## config.mk

```make
export PLATFORM = sky130hd
export DESIGN_NAME = sio_port
export DESIGN_NICKNAME = d
export VERILOG_FILES = /design/src/design/sio_pkg.sv /design/src/design/sio_pin_mux.sv /design/src/design/sio_change_notify.sv /design/src/design/sio_port.sv
export VERILOG_INCLUDE_DIRS = /design/src /design/src/design
export SDC_FILE = /design/constraint.sdc
export NUM_CORES = 1
export LEC_CHECK = 0
export BUFFER_PORTS_ARGS = -buffer_cell sky130_fd_sc_hd__buf_2
export CAP_MARGIN = 20
export CORE_UTILIZATION = 51
export DETAILED_ROUTE_END_ITERATION = 8
export HOLD_SLACK_MARGIN = 0.08
export PLACE_DENSITY_LB_ADDON = 0.3
export RECOVER_POWER = 100
export SLEW_MARGIN = 20
export SYNTH_ARGS = -nofsm -noshare
export SYNTH_HDL_FRONTEND = slang
export SYNTH_SLANG_ARGS = --single-unit
```

## constraint.sdc

```tcl
create_clock -name clock -period 11 [get_ports clock]
set_input_delay 2.75 -clock clock [delete_from_list [all_inputs] [get_ports clock]]
set_output_delay 2.75 -clock clock [all_outputs]
set_load 0.1 [all_outputs]
```

## src/design/sio_defs.svh

```systemverilog
// Purpose: Constants for the shared I/O port with change notification.
// Assumes: One 16-bit port, one system clock, no register bus.
// Notes: Widths, reset values and pin masks follow.
`ifndef SIO_DEFS_SVH
`define SIO_DEFS_SVH

`define SIO_PORT_WIDTH      16
`define SIO_CN_PINS         21
`define SIO_CN_LO_WIDTH     16
`define SIO_REMAP_MAX       16
`define SIO_DIR_RESET       16'hffff
`define SIO_LATCH_RESET     16'h0000
`define SIO_ODC_RESET       16'h0000
`define SIO_ANALOG_RESET    16'h0000
`define SIO_CN_RESET        21'h000000
`define SIO_IMPL_MASK       16'hffff
`define SIO_ANALOG_MASK     16'h000f
`define SIO_INPUT_ONLY_MASK 16'h0000

`endif

```

## src/design/sio_pkg.sv

```systemverilog
// Purpose: Types shared by the shared I/O port files.
// Assumes: Constants come from sio_defs.svh.
// Notes: Holds the register select encoding of the software access port.
`default_nettype none
package sio_pkg;
  typedef enum logic [2:0] {
    SIO_SEL_DIR    = 3'h0,
    SIO_SEL_LATCH  = 3'h1,
    SIO_SEL_LEVEL  = 3'h2,
    SIO_SEL_ODC    = 3'h3,
    SIO_SEL_ANALOG = 3'h4
  } sio_sel_t;
endpackage
`default_nettype wire

```

## src/design/sio_pin_mux.sv

```systemverilog
// Purpose: One pin's output ownership multiplexers and input gating.
// Assumes: Peripheral signals are synchronous to the system clock.
// Notes: Purely combinational; the top registers the results.
`default_nettype none
module sio_pin_mux (
  input  wire logic periphEnable,
  input  wire logic periphDriving,
  input  wire logic periphData,
  input  wire logic inputOnly,
  input  wire logic portData,
  input  wire logic portIsOutput,
  input  wire logic openDrain,
  input  wire logic padLevel,
  output logic      pinOut,
  output logic      pinOe,
  output logic      periphIn
);
  logic periphOwns;
  logic dataSel;
  logic enSel;

  always_comb begin
    // Input-only sharing never competes for the output driver.
    periphOwns = periphEnable && periphDriving && !inputOnly;
    dataSel    = periphOwns ? periphData : portData;
    enSel      = periphOwns ? 1'b1 : portIsOutput;
    pinOut     = openDrain ? 1'b0 : dataSel;
    pinOe      = openDrain ? (enSel && !dataSel) : enSel;
    // The peripheral sees the pad only when the port is not driving it.
    periphIn   = (enSel && !periphOwns) ? 1'b0 : padLevel;
  end
endmodule // sio_pin_mux
`default_nettype wire

```

## src/design/sio_change_notify.sv

```systemverilog
// Purpose: Change-of-state detection with per-pin enables.
// Assumes: Inputs may be asynchronous and pass two synchronizer flops; sleep detection is outside.
// Notes: Flags a one-cycle request on any enabled pin change.
`default_nettype none
`include "sio_defs.svh"
module sio_change_notify #(
  parameter int PINS = `SIO_CN_PINS
) (
  input  wire logic            clock,
  input  wire logic            reset,
  input  wire logic [PINS-1:0] cnLevel,
  input  wire logic [PINS-1:0] cnEnable,
  output logic                 changeEvent
);
  logic [PINS-1:0] cnSync1_reg, cnSync1_next;
  logic [PINS-1:0] cnSync2_reg, cnSync2_next;
  logic [PINS-1:0] cnPrev_reg,  cnPrev_next;

  always_comb begin
    cnSync1_next = cnLevel;
    cnSync2_next = cnSync1_reg;
    cnPrev_next  = cnSync2_reg;
    changeEvent  = |((cnSync2_reg ^ cnPrev_reg) & cnEnable);
  end

  always_ff @(posedge clock or posedge reset) begin
    if (reset) begin
      cnSync1_reg <= '0;
      cnSync2_reg <= '0;
      cnPrev_reg  <= '0;
    end else begin
      cnSync1_reg <= cnSync1_next;
      cnSync2_reg <= cnSync2_next;
      cnPrev_reg  <= cnPrev_next;
    end
  end
endmodule // sio_change_notify
`default_nettype wire

```

## src/design/sio_port.sv

```systemverilog
// Purpose: Shared parallel I/O port with open drain, analog gating and change notify.
// Assumes: Software access is a write strobe, select and data, read data registered.
// Notes: All outputs come from flip-flops; all pins are inputs after reset.
`default_nettype none
`include "sio_defs.svh"
module sio_port #(
  parameter int          WIDTH       = `SIO_PORT_WIDTH,
  parameter int          CN_PINS     = `SIO_CN_PINS,
  parameter int          REMAP_PINS  = `SIO_REMAP_MAX,
  parameter logic [15:0] IMPL_MASK   = `SIO_IMPL_MASK,
  parameter logic [15:0] ANALOG_MASK = `SIO_ANALOG_MASK,
  parameter logic [15:0] INPUT_ONLY  = `SIO_INPUT_ONLY_MASK
) (
  input  wire logic                   clock,
  input  wire logic                   reset,
  input  wire logic                   writeStrobe,
  input  wire logic                   readStrobe,
  input  wire sio_pkg::sio_sel_t      regSelect,
  input  wire logic [WIDTH-1:0]       writeData,
  output logic      [WIDTH-1:0]       readData,
  input  wire logic [WIDTH-1:0]       periphEnable,
  input  wire logic [WIDTH-1:0]       periphDriving,
  input  wire logic [WIDTH-1:0]       periphData,
  output logic      [WIDTH-1:0]       periphIn,
  input  wire logic [WIDTH-1:0]       padIn,
  output logic      [WIDTH-1:0]       padOut,
  output logic      [WIDTH-1:0]       padOe,
  input  wire logic [CN_PINS-1:0]     change_notify_pin,
  input  wire logic [15:0]            change_irq_enable_lo,
  input  wire logic [CN_PINS-17:0]    change_irq_enable_hi,
  input  wire logic [15:0]            weak_pullup_enable_lo,
  input  wire logic [CN_PINS-17:0]    weak_pullup_enable_hi,
  output logic      [CN_PINS-1:0]     pullupOn,
  output logic                        input_change_notify
);
  // The logic serves one 16-bit port and a change-notify group wider than the low register.
  if (WIDTH != 16) begin : g_bad_width
    $error("sio_port WIDTH must be 16");
  end

  if (CN_PINS <= 16 || CN_PINS > 32) begin : g_bad_cn_pins
    $error("sio_port CN_PINS must be 17 to 32");
  end

  if (REMAP_PINS < 0 || REMAP_PINS > `SIO_REMAP_MAX) begin : g_bad_remap
    $error("sio_port REMAP_PINS above the remappable limit");
  end

  if ((ANALOG_MASK & ~IMPL_MASK) != 16'h0000) begin : g_bad_analog
    $error("sio_port ANALOG_MASK names unimplemented pins");
  end

  if ((INPUT_ONLY & ~IMPL_MASK) != 16'h0000) begin : g_bad_input_only
    $error("sio_port INPUT_ONLY names unimplemented pins");
  end

  localparam logic [WIDTH-1:0] IMPL = IMPL_MASK[WIDTH-1:0];

  logic [WIDTH-1:0] pin_direction_reg,     pin_direction_next;
  logic [WIDTH-1:0] output_latch_reg,      output_latch_next;
  logic [WIDTH-1:0] open_drain_ctrl_reg,   open_drain_ctrl_next;
  logic [WIDTH-1:0] analog_pin_config_reg, analog_pin_config_next;
  logic [WIDTH-1:0] pin_level_reg,         pin_level_next;
  logic [WIDTH-1:0] readData_reg,          readData_next;
  logic [WIDTH-1:0] padOut_reg,            padOut_next;
  logic [WIDTH-1:0] padOe_reg,             padOe_next;
  logic [WIDTH-1:0] periphIn_reg,          periphIn_next;
  logic [CN_PINS-1:0] pullup_reg,          pullup_next;
  logic               irq_reg,             irq_next;
  logic [WIDTH-1:0]   muxOut;
  logic [WIDTH-1:0]   muxOe;
  logic [WIDTH-1:0]   muxIn;
  logic [WIDTH-1:0]   isAnalog;
  logic               wrDir;
  logic               wrLatch;
  logic               wrOdc;
  logic               wrAnalog;
  logic [WIDTH-1:0]   readSel;
  logic [CN_PINS-1:0] cnEnable;
  logic               changeEvent;

  always_comb begin
    isAnalog = ANALOG_MASK[WIDTH-1:0] & ~analog_pin_config_reg;
  end

  genvar gi;
  generate
    for (gi = 0; gi < WIDTH; gi++) begin : g_pin
      sio_pin_mux u_mux (
        .periphEnable (periphEnable[gi]),
        .periphDriving(periphDriving[gi]),
        .periphData   (periphData[gi]),
        .inputOnly    (INPUT_ONLY[gi]),
        .portData     (output_latch_reg[gi]),
        .portIsOutput (~pin_direction_reg[gi] & IMPL[gi]),
        .openDrain    (open_drain_ctrl_reg[gi]),
        .padLevel     (padIn[gi]),
        .pinOut       (muxOut[gi]),
        .pinOe        (muxOe[gi]),
        .periphIn     (muxIn[gi])
      );
    end
  endgenerate

  always_comb begin
    cnEnable = {change_irq_enable_hi, change_irq_enable_lo};
  end

  sio_change_notify #(.PINS(CN_PINS)) u_cn (
    .clock      (clock),
    .reset      (reset),
    .cnLevel    (change_notify_pin),
    .cnEnable   (cnEnable),
    .changeEvent(changeEvent)
  );

  // One register is written per strobe; select codes without a register write nothing.
  always_comb begin
    wrDir    = 1'b0;
    wrLatch  = 1'b0;
    wrOdc    = 1'b0;
    wrAnalog = 1'b0;
    if (writeStrobe) begin
      case (regSelect)
        sio_pkg::SIO_SEL_DIR: begin
          wrDir = 1'b1;
        end
        sio_pkg::SIO_SEL_LATCH, sio_pkg::SIO_SEL_LEVEL: begin
          wrLatch = 1'b1;
        end
        sio_pkg::SIO_SEL_ODC: begin
          wrOdc = 1'b1;
        end
        sio_pkg::SIO_SEL_ANALOG: begin
          wrAnalog = 1'b1;
        end
        default: begin
          wrDir = 1'b0;
        end
      endcase
    end
  end

  // Unimplemented bits are held at zero; the IMPL gating on portIsOutput and padOe keeps them from turning into outputs.
  always_comb begin
    pin_direction_next = pin_direction_reg;
    if (wrDir) begin
      pin_direction_next = writeData & IMPL;
    end
  end

  always_ff @(posedge clock or posedge reset) begin
    if (reset) begin
      pin_direction_reg <= `SIO_DIR_RESET & IMPL_MASK;
    end else begin
      pin_direction_reg <= pin_direction_next;
    end
  end

  // Level writes land here too, so a read-modify-write of the level register keeps the latch sane.
  always_comb begin
    output_latch_next = output_latch_reg;
    if (wrLatch) begin
      output_latch_next = writeData & IMPL;
    end
  end

  always_ff @(posedge clock or posedge reset) begin
    if (reset) begin
      output_latch_reg <= `SIO_LATCH_RESET;
    end else begin
      output_latch_reg <= output_latch_next;
    end
  end

  // Open drain acts on the pad driver, so it applies whoever owns the pin.
  always_comb begin
    open_drain_ctrl_next = open_drain_ctrl_reg;
    if (wrOdc) begin
      open_drain_ctrl_next = writeData & IMPL;
    end
  end

  always_ff @(posedge clock or posedge reset) begin
    if (reset) begin
      open_drain_ctrl_reg <= `SIO_ODC_RESET;
    end else begin
      open_drain_ctrl_reg <= open_drain_ctrl_next;
    end
  end

  // Bits without an analog function stay zero and read back as zero.
  always_comb begin
    analog_pin_config_next = analog_pin_config_reg;
    if (wrAnalog) begin
      analog_pin_config_next = writeData & ANALOG_MASK[WIDTH-1:0];
    end
  end

  always_ff @(posedge clock or posedge reset) begin
    if (reset) begin
      analog_pin_config_reg <= `SIO_ANALOG_RESET;
    end else begin
      analog_pin_config_reg <= analog_pin_config_next;
    end
  end

  always_comb begin
    // Sampled pin levels; analog pins and missing bits read low.
    pin_level_next = padIn & IMPL & ~isAnalog;
  end

  always_ff @(posedge clock or posedge reset) begin
    if (reset) begin
      pin_level_reg <= '0;
    end else begin
      pin_level_reg <= pin_level_next;
    end
  end

  // Select codes without a register read as zero.
  always_comb begin
    case (regSelect)
      sio_pkg::SIO_SEL_DIR:    readSel = pin_direction_reg & IMPL;
      sio_pkg::SIO_SEL_LATCH:  readSel = output_latch_reg & IMPL;
      sio_pkg::SIO_SEL_LEVEL:  readSel = pin_level_reg;
      sio_pkg::SIO_SEL_ODC:    readSel = open_drain_ctrl_reg;
      sio_pkg::SIO_SEL_ANALOG: readSel = analog_pin_config_reg;
      default:                 readSel = '0;
    endcase
  end

  always_comb begin
    readData_next = readData_reg;
    if (readStrobe) begin
      readData_next = readSel;
    end
  end

  always_ff @(posedge clock or posedge reset) begin
    if (reset) begin
      readData_reg <= '0;
    end else begin
      readData_reg <= readData_next;
    end
  end

  // Pad drive is registered so the pins never see mux glitches.
  always_comb begin
    padOut_next = muxOut & IMPL;
    padOe_next  = muxOe & IMPL;
  end

  always_ff @(posedge clock or posedge reset) begin
    if (reset) begin
      padOut_reg <= '0;
      padOe_reg  <= '0;
    end else begin
      padOut_reg <= padOut_next;
      padOe_reg  <= padOe_next;
    end
  end

  always_comb begin
    periphIn_next = muxIn & ~isAnalog;
  end

  always_ff @(posedge clock or posedge reset) begin
    if (reset) begin
      periphIn_reg <= '0;
    end else begin
      periphIn_reg <= periphIn_next;
    end
  end

  always_comb begin
    pullup_next = {weak_pullup_enable_hi, weak_pullup_enable_lo};
  end

  always_ff @(posedge clock or posedge reset) begin
    if (reset) begin
      pullup_reg <= CN_PINS'(`SIO_CN_RESET);
    end else begin
      pullup_reg <= pullup_next;
    end
  end

  always_comb begin
    irq_next = changeEvent;
  end

  always_ff @(posedge clock or posedge reset) begin
    if (reset) begin
      irq_reg <= 1'b0;
    end else begin
      irq_reg <= irq_next;
    end
  end

  always_comb begin
    readData            = readData_reg;
    padOut              = padOut_reg;
    padOe               = padOe_reg;
    periphIn            = periphIn_reg;
    pullupOn            = pullup_reg;
    input_change_notify = irq_reg;
  end
endmodule // sio_port
`default_nettype wire

```

# After elaboration in Yosys (flattened, before gate mapping)
# Cells that the tools add are included.
[classes]
addsub = 0
multipliers = 0
div = 0
order_cmp = 0
n_eq_ne = 4
shifts = 0
mux = 89
bitwise = 22
n_reduce_logical = 83
[op_table]
columns = ["op", "n"]
rows = [
  ["$mux W1", 88],
  ["$pmux W16 S5", 1],
  ["$logic_and A1 B1 Y1", 48],
  ["$and A16 B16 Y16", 2],
  ["$logic_not A1 Y1", 32],
  ["$and A21 B21 Y21", 1],
  ["$reduce_or A21 Y1", 1],
  ["$xor A21 B21 Y21", 1],
  ["$not A1 Y1", 16],
  ["$not A4 Y16", 1],
  ["$eq A3 B2 Y1 const B", 2],
  ["$not A4 Y4", 1],
  ["$eq A3 B1 Y1 const B", 1],
  ["$eq A3 B3 Y1 const B", 1],
  ["$logic_not A3 Y1", 1],
  ["$reduce_or A2 Y1", 1],
]
[word_totals]
regBits = 217
latch_bits = 0
mem_bits_rw = 0
mem_bits_ro = 0
n_memories = 0

# Logic depth before layout (Yosys ltp)
[depth]
ltp_word = 5
mapped_depth = 5

# Modules after synthesis
# Synthesis repeated with hierarchy kept, for this count alone.
[hier_totals]
hier_cells = 564
area_unflattened_um2 = 8190.4
[by_module_without_submodules]
columns = ["mod", "n_inst", "cells_each", "area_each_um2", "seq_area_each_um2"]
rows = [
  ["sio_port", 1, 353, 5405.2, 3873.7],
  ["sio_change_notify", 1, 99, 1864.3, 1576.5],
  ["sio_pin_mux", 16, 7, 57.6, 0.0],
]

# Worst setup path before layout
# No wires, ideal clock.
[synth_path]
path_type = "input to register"
start = "in regSelect[1]"
end = "reg analog_pin_config_reg[0]"
setup_time_ps = 125
arrival_ps = 3727
t_required_ps = 10875
path_slack_ps = 7148
cell_stages = 4
path_buffers = 1
cell_sequence = "buf_4 > nor3_2 > and2_1 > mux2_2"
[synth_between]
elab_chain_len = 3
[synth_rtl]
columns = ["element", "line", "text"]
rows = [
  ["from (decl)", "sio_port.sv:18", "input wire sio_pkg::sio_sel_t regSelect,"],
  ["$eq A3 B3 Y1", "sio_port.sv:124", "case (regSelect)"],
  ["$mux W1", "sio_port.sv:124", ""],
  ["$mux W1", "sio_port.sv:123", "if (writeStrobe) begin"],
  ["to (signal assigned)", "sio_port.sv:202", "analog_pin_config_reg <= `SIO_ANALOG_RESET;"],
  ["to (signal assigned)", "sio_port.sv:204", "analog_pin_config_reg <= analog_pin_config_next;"],
  ["to (decl)", "sio_port.sv:62", "logic [WIDTH-1:0] analog_pin_config_reg, analog_pin_config_next;"],
]
# Every way passes these cells.
# A chain may end at the register's enable or synchronous reset.

==> run metrics <==
status=finished, violations left; failing checks=design-rule violations, max-capacitance violations, max-slew violations; VDD IR-drop max=0.000128 V; Worst-path clk slew=0.06 ns; capture point of the critical path=padOut[7]; routability cong.=0.793; Worst EP arrival=6.06 ns; Post-Synthesis Cells=492; critical path peak fanout=135; post_cts resized=0; Yosys warning count=0; Mapped Area=7730 um^2; routed length per placed instance=18.1 um; Setup Fix Bufs, Post-CTS=0; Top-Level Pins=236; Static Leak=4.47 nW; worst slack, placed=6.37 ns; Period minus WS final=6.49 ns; Synth area leaders=dfrtp_1 (65%), mux2_2 (7.4%), dfstp_2 (5.4%); Worst setup SP type=primary input; vias in the first global route=5,269; placed wire-length estimate=11.9 mm; GRT Overall Usage=22.6%; number of diodes=0; Die Y=125 um; drt first pass iters=7; worst setup path class=primary input to asynchronous set/reset pin; Detailed Route WL=17.1 mm; clock sink count=217; Die X=125 um; Non-Filler Instances=944; Final Worst Setup Slack=4.51 ns; Crit path max-delay family=buffers and inverters; worst path required time=10.57 ns; Hold Buf Count CTS=0; antenna violations before repair=1; slowest CP cell=clkinvlp_2; r2r setup slk=9.47 ns; Filler cells=1,109; antenna-violating nets left=0; cell area after layout=9670 um^2; skew final=0.00784 ns; port bufs=235; fin crit share=59.0%; Min Hold Slack=0.346 ns; Critical Path Max Stage Delay=3.12 ns; #FFs+latches synth=217; Max-Cap Viols=2; Layout area overhead=25.1%; Iter 0 DRT Violations=217; maximum clock insertion buffer count=3; CTS H-tree lvls=1; TNS Setup=0 ns; power density over the cells=241 nW/um^2; worst path cell trace=clkbuf_1 -> clkinvlp_2; RSZ-0062 raised after global routing=no; Final Net Count=894; dpl cell area=9080 um^2; relative slew slack=-278%; largest net degree at the start of global routing=136; core area=14,600 um^2; Final Hold Viols=0; clk root buf=clkbuf_16; total CTS buffers=22; RR Startpoint=u_cn.cnPrev_next[0]; Achievable Freq=154 MHz; FF-to-FF path depth=4; dpl cells=903; Synth area leader=dfrtp_1; Seq. cell area=5450 um^2; first-pass GRT wire length=27.5 mm; CTS tree=done; max-slew violations=153; post-synthesis sequential area ratio=70.5%; buffer and inverter count on the worst path=2; area of the multi-input gates=2120 um^2; FP Rows=44; # DRC=46; CP Launch Point=reset; average instance area after synthesis=15.7 um^2; top cell type's share of synthesized area=65.1%; Pwr Total=2.33 mW; vias=4,882; total nets after synthesis=642; Finished Core Util=66.0%; reg-to-reg endpoint=input_change_notify; Slew @ Worst Pin=5.65 ns; initial core utilization=52.8%; drt via density=5.17; Die Area=15,700 um^2; Worst-Skew Late Latency=0.49 ns; Setup-failing EPs final=0; Remaining Overflow, GRT=0; Yosys cell types=34; endpoint type of the worst setup path=asynchronous set/reset pin; Min-Delay Path Class=flip-flop to flip-flop; Crit path depth=2; layout cells sized above 1=33.0%
-- where the power goes --
group | leakage (nW) | switching [mW] | internal, mW | total, mW
combinational | 1.52 | 0.473 | 0.127 | 0.600
clock | 0.372 | 0.292 | 0.445 | 0.737
sequential | 2.57 | 0.0718 | 0.917 | 0.989
-- layer usage --
metal | track usage [%] | wire (um) | share of wire, %
met1 | 29.5 | 6840 | 40
met2 | 37.7 | 8540 | 50
met3 | 5.43 | 1440 | 8.4
met4 | 7.25 | 303 | 1.8
met5 | 0 | 13 | 0.076
-- cells by family after synthesis --
| kind of cell | count (synthesis) | synth area share (%) |
|---|---|---|
| compound gates | 60 | 5.05 |
| xor+xnor | 22 | 2.49 |
| buf+inv | 24 | 1.59 |
| flops | 217 | 70.5 |
| mux | 84 | 14.4 |
| simple gates | 85 | 5.99 |
-- layout by cell type (no fill, tap or decap), drive strengths merged, types with 12 or more instances in the layout --
cell type and instances:
o2bb2ai 12, nand2 17, dfstp 16, dfrtp 201, buf 131, mux4 16
a21oi 32, inv 14, xor2 21, clkbuf 138, mux2i 16, mux2 52
nor2b 30, nor2 25
-- synth_stat cells --
library cell  count
a21oi_1          32
a221oi_1          3
a222oi_1          1
a22oi_1          10
a31oi_1           1
and2_1            6
buf_2             2
buf_4             2
buf_6             3
clkbuf_1          2
dfrtp_1         201
dfstp_2          16
inv_1            14
inv_2             1
mux2_1            1
mux2_2           51
mux2i_1          16
mux4_1            1
mux4_2           15
nand2_1          16
nand2_2           1
nand3_1           2
nand4_1           1
nand4_4           1
nor2_1           24
nor2_4            1
nor2b_1          30
nor3_2            1
nor3_4            1
o21a_1            1
o2bb2ai_1        12
or3_1             1
xnor2_1           1
xor2_1           21
-- final cells by class --
class	count	area share (%)
Multi-Input combinational cell	251	21.9
Clock inverter	8	0.673
Inverter	15	0.595
Tap cell	184	2.38
Sequential cell	217	56.4
Clock buffer	32	6.92
Timing Repair Buffer	237	11.1
-- how the worst min path moves through the flow --
stage                         start              endpoint  slack, ns  cells past startpoint
2_1_floorplan   u_cn.cnSync1_reg[0]   u_cn.cnPrev_next[0]       0.33                      0
5_1_grt         u_cn.cnSync1_reg[6]   u_cn.cnPrev_next[6]       0.36                      0
6_report       u_cn.cnSync1_reg[14]  u_cn.cnPrev_next[14]       0.35                      0
4_1_cts        u_cn.cnSync1_reg[15]  u_cn.cnPrev_next[15]       0.35                      0
3_3_place_gp    u_cn.cnSync1_reg[8]   u_cn.cnPrev_next[8]       0.33                      0
3_5_place_dp    u_cn.cnSync1_reg[6]   u_cn.cnPrev_next[6]       0.34                      0
(Power assumes the default switching activity.)
